===== src/rtl/dsm_pkg.sv =====
// dsm_pkg: constants shared by the data signal modulator files
// assumes: one 25 MHz system clock, register bus words carry 8 data bits
package dsm_pkg;

  // ==========================================================================
  // register indices (byte address is four times the index)
  // ==========================================================================
  localparam logic [11:0] DSM_IDX_CONTROL0     = 12'h897; // enable, invert, level
  localparam logic [11:0] DSM_IDX_CARRIER_CTRL = 12'h898; // polarity and sync
  localparam logic [11:0] DSM_IDX_MOD_SRC      = 12'h899; // keying source select
  localparam logic [11:0] DSM_IDX_LOW_SRC      = 12'h89A; // low carrier select
  localparam logic [11:0] DSM_IDX_HIGH_SRC     = 12'h89B; // high carrier select
  localparam int          DSM_ADDR_W           = 14;      // byte address width

  // ==========================================================================
  // field positions
  // ==========================================================================
  localparam int DSM_BIT_ENABLE      = 7; // module enable
  localparam int DSM_BIT_OUT_STATE   = 5; // read-only output level
  localparam int DSM_BIT_OUT_INVERT  = 4; // output_invert
  localparam int DSM_BIT_SW_LEVEL    = 0; // software_modulation_source
  localparam int DSM_BIT_HIGH_INVERT = 5; // high_carrier_invert
  localparam int DSM_BIT_HIGH_SYNC   = 4; // high_carrier_sync_enable
  localparam int DSM_BIT_LOW_INVERT  = 1; // low_carrier_invert
  localparam int DSM_BIT_LOW_SYNC    = 0; // low_carrier_sync_enable

  // ==========================================================================
  // reset values
  // ==========================================================================
  localparam logic [7:0] DSM_RST_CONTROL0     = 8'h00;
  localparam logic [7:0] DSM_RST_CARRIER_CTRL = 8'h00;
  localparam logic [4:0] DSM_RST_MOD_SRC      = 5'h00;
  localparam logic [3:0] DSM_RST_CARRIER_SRC  = 4'h0;

  // ==========================================================================
  // keying source codes
  // ==========================================================================
  localparam logic [4:0] DSM_MSRC_PIN       = 5'h00; // modulator_pin_selector pin
  localparam logic [4:0] DSM_MSRC_SW_LEVEL  = 5'h01; // software level
  localparam logic [4:0] DSM_MSRC_LAST      = 5'h13; // last defined code
  localparam int         DSM_MSRC_COUNT     = 20;    // defined codes
  localparam int         DSM_CARRIER_COUNT  = 16;    // carrier codes
  localparam int         DSM_SYNC_WIDTH     = 23;    // synchronised inputs

endpackage : dsm_pkg


===== src/rtl/dsm_sync.sv =====
// dsm_sync: two flip-flop synchroniser for a bundle of level inputs
// assumes: inputs are independent levels from outside the clock domain
`timescale 1ns/1ps
module dsm_sync #(
  parameter int WIDTH = 1
) (
  input  wire logic             clock,
  input  wire logic             resetn,
  input  wire logic [WIDTH-1:0] async_in,
  output logic      [WIDTH-1:0] sync_out
);
  import dsm_pkg::*;

  // ==========================================================================
  // synchroniser stages
  // ==========================================================================
  logic [WIDTH-1:0] meta_reg; // first stage, read only by the second

  // two-stage capture
  always_ff @(posedge clock or negedge resetn) begin
    if (!resetn) begin
      meta_reg <= '0;
      sync_out <= '0;
    end else begin
      meta_reg <= async_in;
      sync_out <= meta_reg;
    end
  end

endmodule : dsm_sync


===== src/rtl/dsm_carrier_path.sv =====
// dsm_carrier_path: sixteen-way carrier select with optional inversion
// assumes: all sources already synchronised to the system clock
`timescale 1ns/1ps
module dsm_carrier_path (
  input  wire logic [15:0] sources,
  input  wire logic [3:0]  select,
  input  wire logic        invert,
  output logic             carrier
);
  import dsm_pkg::*;

  // ==========================================================================
  // selection and polarity
  // ==========================================================================
  logic picked; // raw selected source

  assign picked  = sources[select];
  assign carrier = picked ^ invert;

endmodule : dsm_carrier_path


===== src/rtl/dsm_top.sv =====
// dsm_top: data signal modulator with Avalon-MM register slave
// assumes: source signals arrive asynchronously and are synchronised here;
// the bus master holds each request until waitrequest is seen low
`timescale 1ns/1ps

module dsm_top (
  input  wire logic                        clock,
  input  wire logic                        resetn,
  // avalon-mm slave
  input  wire logic [dsm_pkg::DSM_ADDR_W-1:0] address,
  input  wire logic                        read,
  input  wire logic                        write,
  input  wire logic [3:0]                  byteenable,
  input  wire logic [31:0]                 writedata,
  output logic      [31:0]                 readdata,
  output logic                             waitrequest,
  // keying and carrier sources
  input  wire logic                        modulator_pin,
  input  wire logic                        low_carrier_pin,
  input  wire logic                        high_carrier_pin,
  input  wire logic [4:0]                  capture_compare_unit_out,
  input  wire logic [1:0]                  pulse_width_out,
  input  wire logic                        numeric_oscillator_out,
  input  wire logic                        comparator_one_out,
  input  wire logic                        comparator_two_out,
  input  wire logic [3:0]                  configurable_logic_cell_out,
  input  wire logic [1:0]                  enhanced_serial_port_tx,
  input  wire logic [1:0]                  sync_serial_port_sdo,
  input  wire logic                        fast_internal_oscillator,
  input  wire logic                        reference_clock_output,
  // modulated output
  output logic                             modulated_output_pin
);
  import dsm_pkg::*;

  // ==========================================================================
  // input synchronisation
  // ==========================================================================
  logic [DSM_SYNC_WIDTH-1:0] raw_bundle;  // all asynchronous sources
  logic [DSM_SYNC_WIDTH-1:0] sync_bundle; // after two flip-flops

  assign raw_bundle = {reference_clock_output, fast_internal_oscillator,
                       sync_serial_port_sdo, enhanced_serial_port_tx,
                       configurable_logic_cell_out, comparator_two_out,
                       comparator_one_out, numeric_oscillator_out,
                       pulse_width_out, capture_compare_unit_out,
                       high_carrier_pin, low_carrier_pin, modulator_pin};

  dsm_sync #(.WIDTH(DSM_SYNC_WIDTH)) u_sync (
    .clock    (clock),
    .resetn   (resetn),
    .async_in (raw_bundle),
    .sync_out (sync_bundle)
  );

  // named views of the synchronised bundle
  wire       s_mod_pin  = sync_bundle[0];
  wire       s_low_pin  = sync_bundle[1];
  wire       s_high_pin = sync_bundle[2];
  wire [4:0] s_capcomp  = sync_bundle[7:3];
  wire [1:0] s_pwm      = sync_bundle[9:8];
  wire       s_num_osc  = sync_bundle[10];
  wire       s_cmp1     = sync_bundle[11];
  wire       s_cmp2     = sync_bundle[12];
  wire [3:0] s_cell     = sync_bundle[16:13];
  wire [1:0] s_tx       = sync_bundle[18:17];
  wire [1:0] s_sdo      = sync_bundle[20:19];
  wire       s_fast_osc = sync_bundle[21];
  wire       s_ref_clk  = sync_bundle[22];

  // ==========================================================================
  // registers
  // ==========================================================================
  logic       enable_reg;          // module enable
  logic       out_invert_reg;      // output_invert
  logic       sw_level_reg;        // software_modulation_source
  logic [7:0] carrier_ctrl_reg;    // carrier_polarity_sync_control
  logic [4:0] mod_src_reg;         // modulator_source_select
  logic [3:0] low_src_reg;         // low_carrier_select
  logic [3:0] high_src_reg;        // high_carrier_select
  logic       ack_reg;             // bus access completing
  logic [31:0] readdata_reg;       // registered read answer
  logic       out_reg;             // modulated output flop
  logic       active_high_reg;     // carrier currently mixed is high one
  logic       low_prev_reg;        // previous low carrier level
  logic       high_prev_reg;       // previous high carrier level
  logic       sys_clk_reg;         // system clock stand-in, toggles each edge

  // ==========================================================================
  // avalon-mm decode
  // ==========================================================================
  wire        request   = read | write;              // access pending
  wire [11:0] word_idx  = address[DSM_ADDR_W-1:2];   // word index
  wire        hit_ctl0  = (word_idx == DSM_IDX_CONTROL0);
  wire        hit_cctl  = (word_idx == DSM_IDX_CARRIER_CTRL);
  wire        hit_msrc  = (word_idx == DSM_IDX_MOD_SRC);
  wire        hit_lsrc  = (word_idx == DSM_IDX_LOW_SRC);
  wire        hit_hsrc  = (word_idx == DSM_IDX_HIGH_SRC);
  wire        wr_commit = write & ack_reg & byteenable[0]; // write takes effect
  wire [7:0]  wbyte     = writedata[7:0];

  // one wait state: waitrequest drops in the cycle after the request rises
  assign waitrequest = request & ~ack_reg;
  assign readdata    = readdata_reg;

  // read word assembly; unmapped addresses read as zero
  wire [7:0] ctl0_view = {enable_reg, 1'b0, out_reg, out_invert_reg, 3'b000, sw_level_reg};
  wire [7:0] rd_byte   = hit_ctl0 ? ctl0_view :
                         hit_cctl ? carrier_ctrl_reg :
                         hit_msrc ? {3'b000, mod_src_reg} :
                         hit_lsrc ? {4'h0, low_src_reg} :
                         hit_hsrc ? {4'h0, high_src_reg} : 8'h00;

  // access handshake and read capture
  always_ff @(posedge clock or negedge resetn) begin
    if (!resetn) begin
      ack_reg      <= 1'b0;
      readdata_reg <= 32'h0000_0000;
    end else begin
      ack_reg <= request & ~ack_reg;
      if (read & ~ack_reg) begin
        readdata_reg <= {24'h00_0000, rd_byte};
      end
    end
  end

  // software registers; selections survive a cleared enable
  always_ff @(posedge clock or negedge resetn) begin
    if (!resetn) begin
      enable_reg       <= DSM_RST_CONTROL0[DSM_BIT_ENABLE];
      out_invert_reg   <= DSM_RST_CONTROL0[DSM_BIT_OUT_INVERT];
      sw_level_reg     <= DSM_RST_CONTROL0[DSM_BIT_SW_LEVEL];
      carrier_ctrl_reg <= DSM_RST_CARRIER_CTRL;
      mod_src_reg      <= DSM_RST_MOD_SRC;
      low_src_reg      <= DSM_RST_CARRIER_SRC;
      high_src_reg     <= DSM_RST_CARRIER_SRC;
    end else if (wr_commit) begin
      if (hit_ctl0) begin
        enable_reg     <= wbyte[DSM_BIT_ENABLE];
        out_invert_reg <= wbyte[DSM_BIT_OUT_INVERT];
        sw_level_reg   <= wbyte[DSM_BIT_SW_LEVEL];
      end
      if (hit_cctl) begin
        carrier_ctrl_reg <= wbyte & 8'h33;  // four implemented bits only
      end
      if (hit_msrc) begin
        mod_src_reg <= wbyte[4:0];
      end
      if (hit_lsrc) begin
        low_src_reg <= wbyte[3:0];
      end
      if (hit_hsrc) begin
        high_src_reg <= wbyte[3:0];
      end
    end
  end

  wire high_invert = carrier_ctrl_reg[DSM_BIT_HIGH_INVERT];
  wire high_sync   = carrier_ctrl_reg[DSM_BIT_HIGH_SYNC];
  wire low_invert  = carrier_ctrl_reg[DSM_BIT_LOW_INVERT];
  wire low_sync    = carrier_ctrl_reg[DSM_BIT_LOW_SYNC];

  // ==========================================================================
  // keying source select
  // ==========================================================================
  logic [DSM_MSRC_COUNT-1:0] mod_sources; // indexed by source code
  logic                      keying_signal;

  assign mod_sources = {s_tx[1], s_capcomp[4], s_sdo[1], s_sdo[0], s_tx[0], s_cell,
                        s_cmp2, s_cmp1, s_num_osc, s_pwm, s_capcomp[3:0],
                        sw_level_reg, s_mod_pin};

  // reserved codes give a steady low keying level
  // software level used only under its own code
  assign keying_signal = (mod_src_reg > DSM_MSRC_LAST) ? 1'b0 : mod_sources[mod_src_reg];

  // ==========================================================================
  // carrier paths
  // ==========================================================================
  logic [DSM_CARRIER_COUNT-1:0] carrier_sources; // shared carrier table
  logic                         low_carrier;
  logic                         high_carrier;

  // system clock stand-in toggles every edge
  always_ff @(posedge clock or negedge resetn) begin
    if (!resetn) begin
      sys_clk_reg <= 1'b0;
    end else begin
      sys_clk_reg <= ~sys_clk_reg;
    end
  end

  // codes above zero common to both carriers
  assign carrier_sources[15:1] = {s_capcomp[4], s_cell, s_num_osc, s_pwm, s_capcomp[3:0],
                                  s_ref_clk, s_fast_osc, sys_clk_reg};
  assign carrier_sources[0]    = 1'b0; // code zero replaced by each pin

  dsm_carrier_path u_low (
    .sources ({carrier_sources[15:1], s_low_pin}),
    .select  (low_src_reg),
    .invert  (low_invert),
    .carrier (low_carrier)
  );

  dsm_carrier_path u_high (
    .sources ({carrier_sources[15:1], s_high_pin}),
    .select  (high_src_reg),
    .invert  (high_invert),
    .carrier (high_carrier)
  );

  // ==========================================================================
  // carrier switching with optional synchronisation
  // ==========================================================================
  wire low_fall  = low_prev_reg & ~low_carrier;   // low carrier falling edge
  wire high_fall = high_prev_reg & ~high_carrier; // high carrier falling edge
  logic active_high_next;

  // switch at once, or wait for the old carrier to fall
  always_comb begin
    active_high_next = active_high_reg;
    if (keying_signal && !active_high_reg) begin
      if (!low_sync || low_fall) begin
        active_high_next = 1'b1;
      end
    end else if (!keying_signal && active_high_reg) begin
      if (!high_sync || high_fall) begin
        active_high_next = 1'b0;
      end
    end
  end

  // carrier state and edge history
  always_ff @(posedge clock or negedge resetn) begin
    if (!resetn) begin
      active_high_reg <= 1'b0;
      low_prev_reg    <= 1'b0;
      high_prev_reg   <= 1'b0;
    end else begin
      active_high_reg <= active_high_next;
      low_prev_reg    <= low_carrier;
      high_prev_reg   <= high_carrier;
    end
  end

  // ==========================================================================
  // mixing and output
  // ==========================================================================
  // mix the carrier chosen by the keying state
  wire mix     = active_high_reg ? high_carrier : low_carrier;
  // disabled pin low, otherwise optional inversion
  wire out_val = enable_reg & (mix ^ out_invert_reg);

  // output flop
  always_ff @(posedge clock or negedge resetn) begin
    if (!resetn) begin
      out_reg <= 1'b0;
    end else begin
      out_reg <= out_val;
    end
  end

  assign modulated_output_pin = out_reg;
endmodule : dsm_top


===== config.mk =====
export PLATFORM = sky130hd
export DESIGN_NAME = dsm_top
export DESIGN_NICKNAME = d
export VERILOG_FILES = /design/src/rtl/dsm_pkg.sv /design/src/rtl/dsm_sync.sv /design/src/rtl/dsm_carrier_path.sv /design/src/rtl/dsm_top.sv
export SDC_FILE = /design/constraint.sdc
export NUM_CORES = 1
export LEC_CHECK = 0
export BUFFER_PORTS_ARGS = -buffer_cell sky130_fd_sc_hd__buf_2
export CELL_PAD_IN_SITES_DETAIL_PLACEMENT = 0
export CELL_PAD_IN_SITES_GLOBAL_PLACEMENT = 2
export CORE_UTILIZATION = 30
export CTS_CLUSTER_SIZE = 10
export DETAILED_ROUTE_END_ITERATION = 10
export PLACE_DENSITY = 0.78
export SLEW_MARGIN = 25
export SYNTH_ARGS = -nofsm -noshare
export SYNTH_HDL_FRONTEND = slang
export SYNTH_HIERARCHICAL = 1
export SYNTH_SLANG_ARGS = --single-unit

===== constraint.sdc =====
create_clock -name clock -period 2.5 [get_ports clock]
set_clock_uncertainty 0.15 [all_clocks]
set_input_delay 0.125 -clock clock [delete_from_list [all_inputs] [get_ports clock]]
set_output_delay 0.125 -clock clock [all_outputs]
set_load 0.01 [all_outputs]

==> impl_results.md <==
* Adder-cell share of the synthesized area at 0.00381
* Fmax at 0.417 GHz
* Complex-gate fraction of the synthesized area at 0.0400
* Post-synth top area share at 0.601
* Cell row count at 37
* # diodes at 0
* FF-to-FF path depth at 7
* CP peak stage delay at 0.54 ns
* R2r endpoint: active_high_reg
* Clk pwr share at 0.358
* DRC viols at 0
* Flop pwr share at 0.552
* Post-layout min period at 2.40 ns
* Reg2reg start: high_src_reg[3]
* Router iterations before antenna repair at 4
* Die area at 0.0114 sq mm
* Syn Area/Cell at 15.4 sq um
* Yosys warns at 6
* H-tree levels at 3
* Root buffer cell: clkbuf_8
* GP Congestion at ~0.73
* Number of buffers created by CTS at 9
* Leak at 1.94 nW
* Detailed placement HPWL at 4360 um
* MaxCap Viol Count at 0
* Most used cell, CP: mux4_2
* Slew HR at 0.539
* Final Cycle Share at 0.959
* Starting density of the core at 0.314
* Residual antenna-violating net count after detailed routing at 0
* Critical-path cell list: mux4_2 > mux4_2 > xor2_2 > nand2b_4 > a21oi_2 > nor2_1 > o22a_1
* Number of flops mapped to enable cells by yosys at 0
* Final core utilization at 0.403
* Cell area after synthesis at 0.00329 sq mm
* Final WL at 6170 um
* Hold Crit Depth at 3
* Largest net degree at the start of global routing at 80
* 1st-iter DRT viols at 66
* Synthesis-to-finish area growth at 28.2%
* Post-Synthesis Cells at roughly 210
* Drt via density at 4.29
* Critical Path RT at 2.58 ns
* P per Cell Area at around 580 mW/mm^2
* I/O Buffers at 55
* CTS Sinks at 79
* Skew-Pair Late Insertion Delay at 0.35 ns
* Die Y at approximately 110 um
* CTS tree: done
* Global route total overflow at 0
* CP startpoint kind: flop
* Gate power share at 0.091
* Core area at 0.0105 sq mm
* Die width at about 110 um
* Int Power at approximately 1.8 mW
* Synth top area cells: dfrtp_1, mux2_2, mux4_1
* Simple logic cell fraction of the synthesized area at 0.0697
* Xor and xnor area share after synthesis at 0.00799
* Hold Path End: readdata[7]
* Global-route wire length before repair at 9920 um
* Critical path arrival at 2.48 ns
* Final Max Tran Viols at 0
* CP Class: reg -> reg
* # nets final at 392
* Vias post-DR at between 1.5k and 2k
* DR WL/cell at 13.6 um
* Clk slew on worst S/H paths at 0.08 ns
* I/O Pins at 111
* Async SR Flop Fraction at 1.00
* Most frequent cells in the layout: dfrtp_1, buf_2, dlygate4sd3_1
* Main combinational cell family by area after synthesis: multiplexers
* Hold violation count in the final report at 0
* Max stage delay cell, worst path: mux4_2
* R2R Setup Slk at 0.10 ns
* Hold Startpoint: read
* Setup TNS at 0 ns
* Total GRT Usage at 0.117
* Synth unique cells at 40
* Vias in the first global route at 2044
* Final setup viols at 0
* Hold Crit Class: in -> reg
* Initial antenna violation count at 0
* Post-synth top flop: dfrtp_1
* Post-synthesis mux area share at 0.207
* Run status: finished, final reports clean
* Sw Share at 0.248
* Max VDD drop at roughly 0.00048 V
* Worst Tran Pin Value at approximately 0.7 ns
* Synth area leader: dfrtp_1
* CP Max Fanout at 5
* Layout fillers at 1010
* Layout cells sized above 1 at 0.398
* Commonest non-fill, non-tap cell in the layout: dfrtp_1
* Post-synthesis sequential area ratio at 0.601
* FF+latch count, synth at 79
* Final hold slack at 0.0431 ns
* Psw at 606 uW
* Crit path capture type: flop
* Maximum clock path buffer count at 2
## cell families (layout without fill, tap and decap cells)
logic type      Yosys count  count (layout)
compound gates           19              19
xor+xnor                  3               3
fa+ha+maj                 1               1
buf+inv                  33             114
flops                    79              79
mux                      42              42
other cells               1              25
simple gates             36              36
## how the worst max path moves through the flow
stage | end | cells after the start | slack, ns | startpoint
after floorplan | active_high_reg | 7 | 0.15 | high_src_reg[3]
after global placement | active_high_reg | 7 | -0.02 | high_src_reg[3]
after detailed placement | active_high_reg | 7 | -0.02 | high_src_reg[3]
after CTS | active_high_reg | 7 | 0.02 | high_src_reg[3]
after global routing | active_high_reg | 7 | -0.02 | high_src_reg[3]
final | active_high_reg | 7 | 0.10 | high_src_reg[3]
## final cells by class
cell class / count / area [sq um] / share of cell area
Multi-Input combinational cell: 126 / 1190 / 0.283
Inverter: 3 / 11.3 / 0.00267
Clock inverter: 6 / 52.6 / 0.0125
Tap cell: 136 / 170 / 0.0404
Clock buffer: 10 / 138 / 0.0327
Timing Repair Buffer: 95 / 667 / 0.158
Sequential cell: 79 / 1980 / 0.470
## worst max-delay path: cells and delay by family (launching register included)
family	cells	cell delay, ns
xor gates and xnor gates	1	0.18
AOI/OAI and AO/OA	2	0.28
muxes	2	1.06
DFF	1	0.43
and+or+nand+nor	2	0.19
## synthesized netlist by cell type, types with 2 or more instances
cell / instances
a2111oi_0: 2
a21oi_1: 2
a22oi_1: 3
a32oi_1: 2
and2_1: 2
buf_2: 2
buf_4: 27
dfrtp_1: 79
inv_1: 3
mux2_2: 22
mux2i_1: 3
mux4_1: 8
mux4_2: 8
nand2_1: 10
nand2b_1: 4
nand3_1: 2
nor2_1: 6
o21ai_0: 5
o31ai_1: 2
xor2_1: 2
## per-stage QoR
step	instances	power (mW)	instance area, sq um	worst slack, ns
3_3_place_gp	404	1.55	3650	-0.0161
4_1_cts	454	2.46	4180	0.0212
3_5_place_dp	404	1.55	3650	-0.0246
5_1_grt	455	2.58	4220	-0.0166
6_report	455	2.45	4220	0.103
2_1_floorplan	238	1.49	3380	0.154
## power by group through the flow
| stage | Clock [mW] | Combinational [mW] | Sequential (mW) |
|---|---|---|---|
| 6_report | 0.875 | 0.221 | 1.35 |
| 5_1_grt | 0.968 | 0.252 | 1.36 |
| 4_1_cts | 0.899 | 0.217 | 1.35 |
| 3_5_place_dp | 0 | 0.176 | 1.37 |
| 3_3_place_gp | 0 | 0.173 | 1.37 |
| 2_1_floorplan | 0 | 0.127 | 1.37 |
## what timing repair did
item / CTS / global route
hold buffers: 34 / 0
endpoints found under the hold margin: 124 / 0
pin swaps: 0 / 1
endpoints found under the setup margin: 2 / 2
resized for setup: 2 / 13
buffers inserted: 0 / 1
## layer usage
metal  wire length, um  global-route usage  vias up
li1                  -                   -      924
met1              2770               0.145      949
met2              2980               0.195       72
met3               343              0.0377        7
met4                82              0.0352        0
met5                 0                   0        -
No activity file was read; power rests on OpenSTA's default activity.
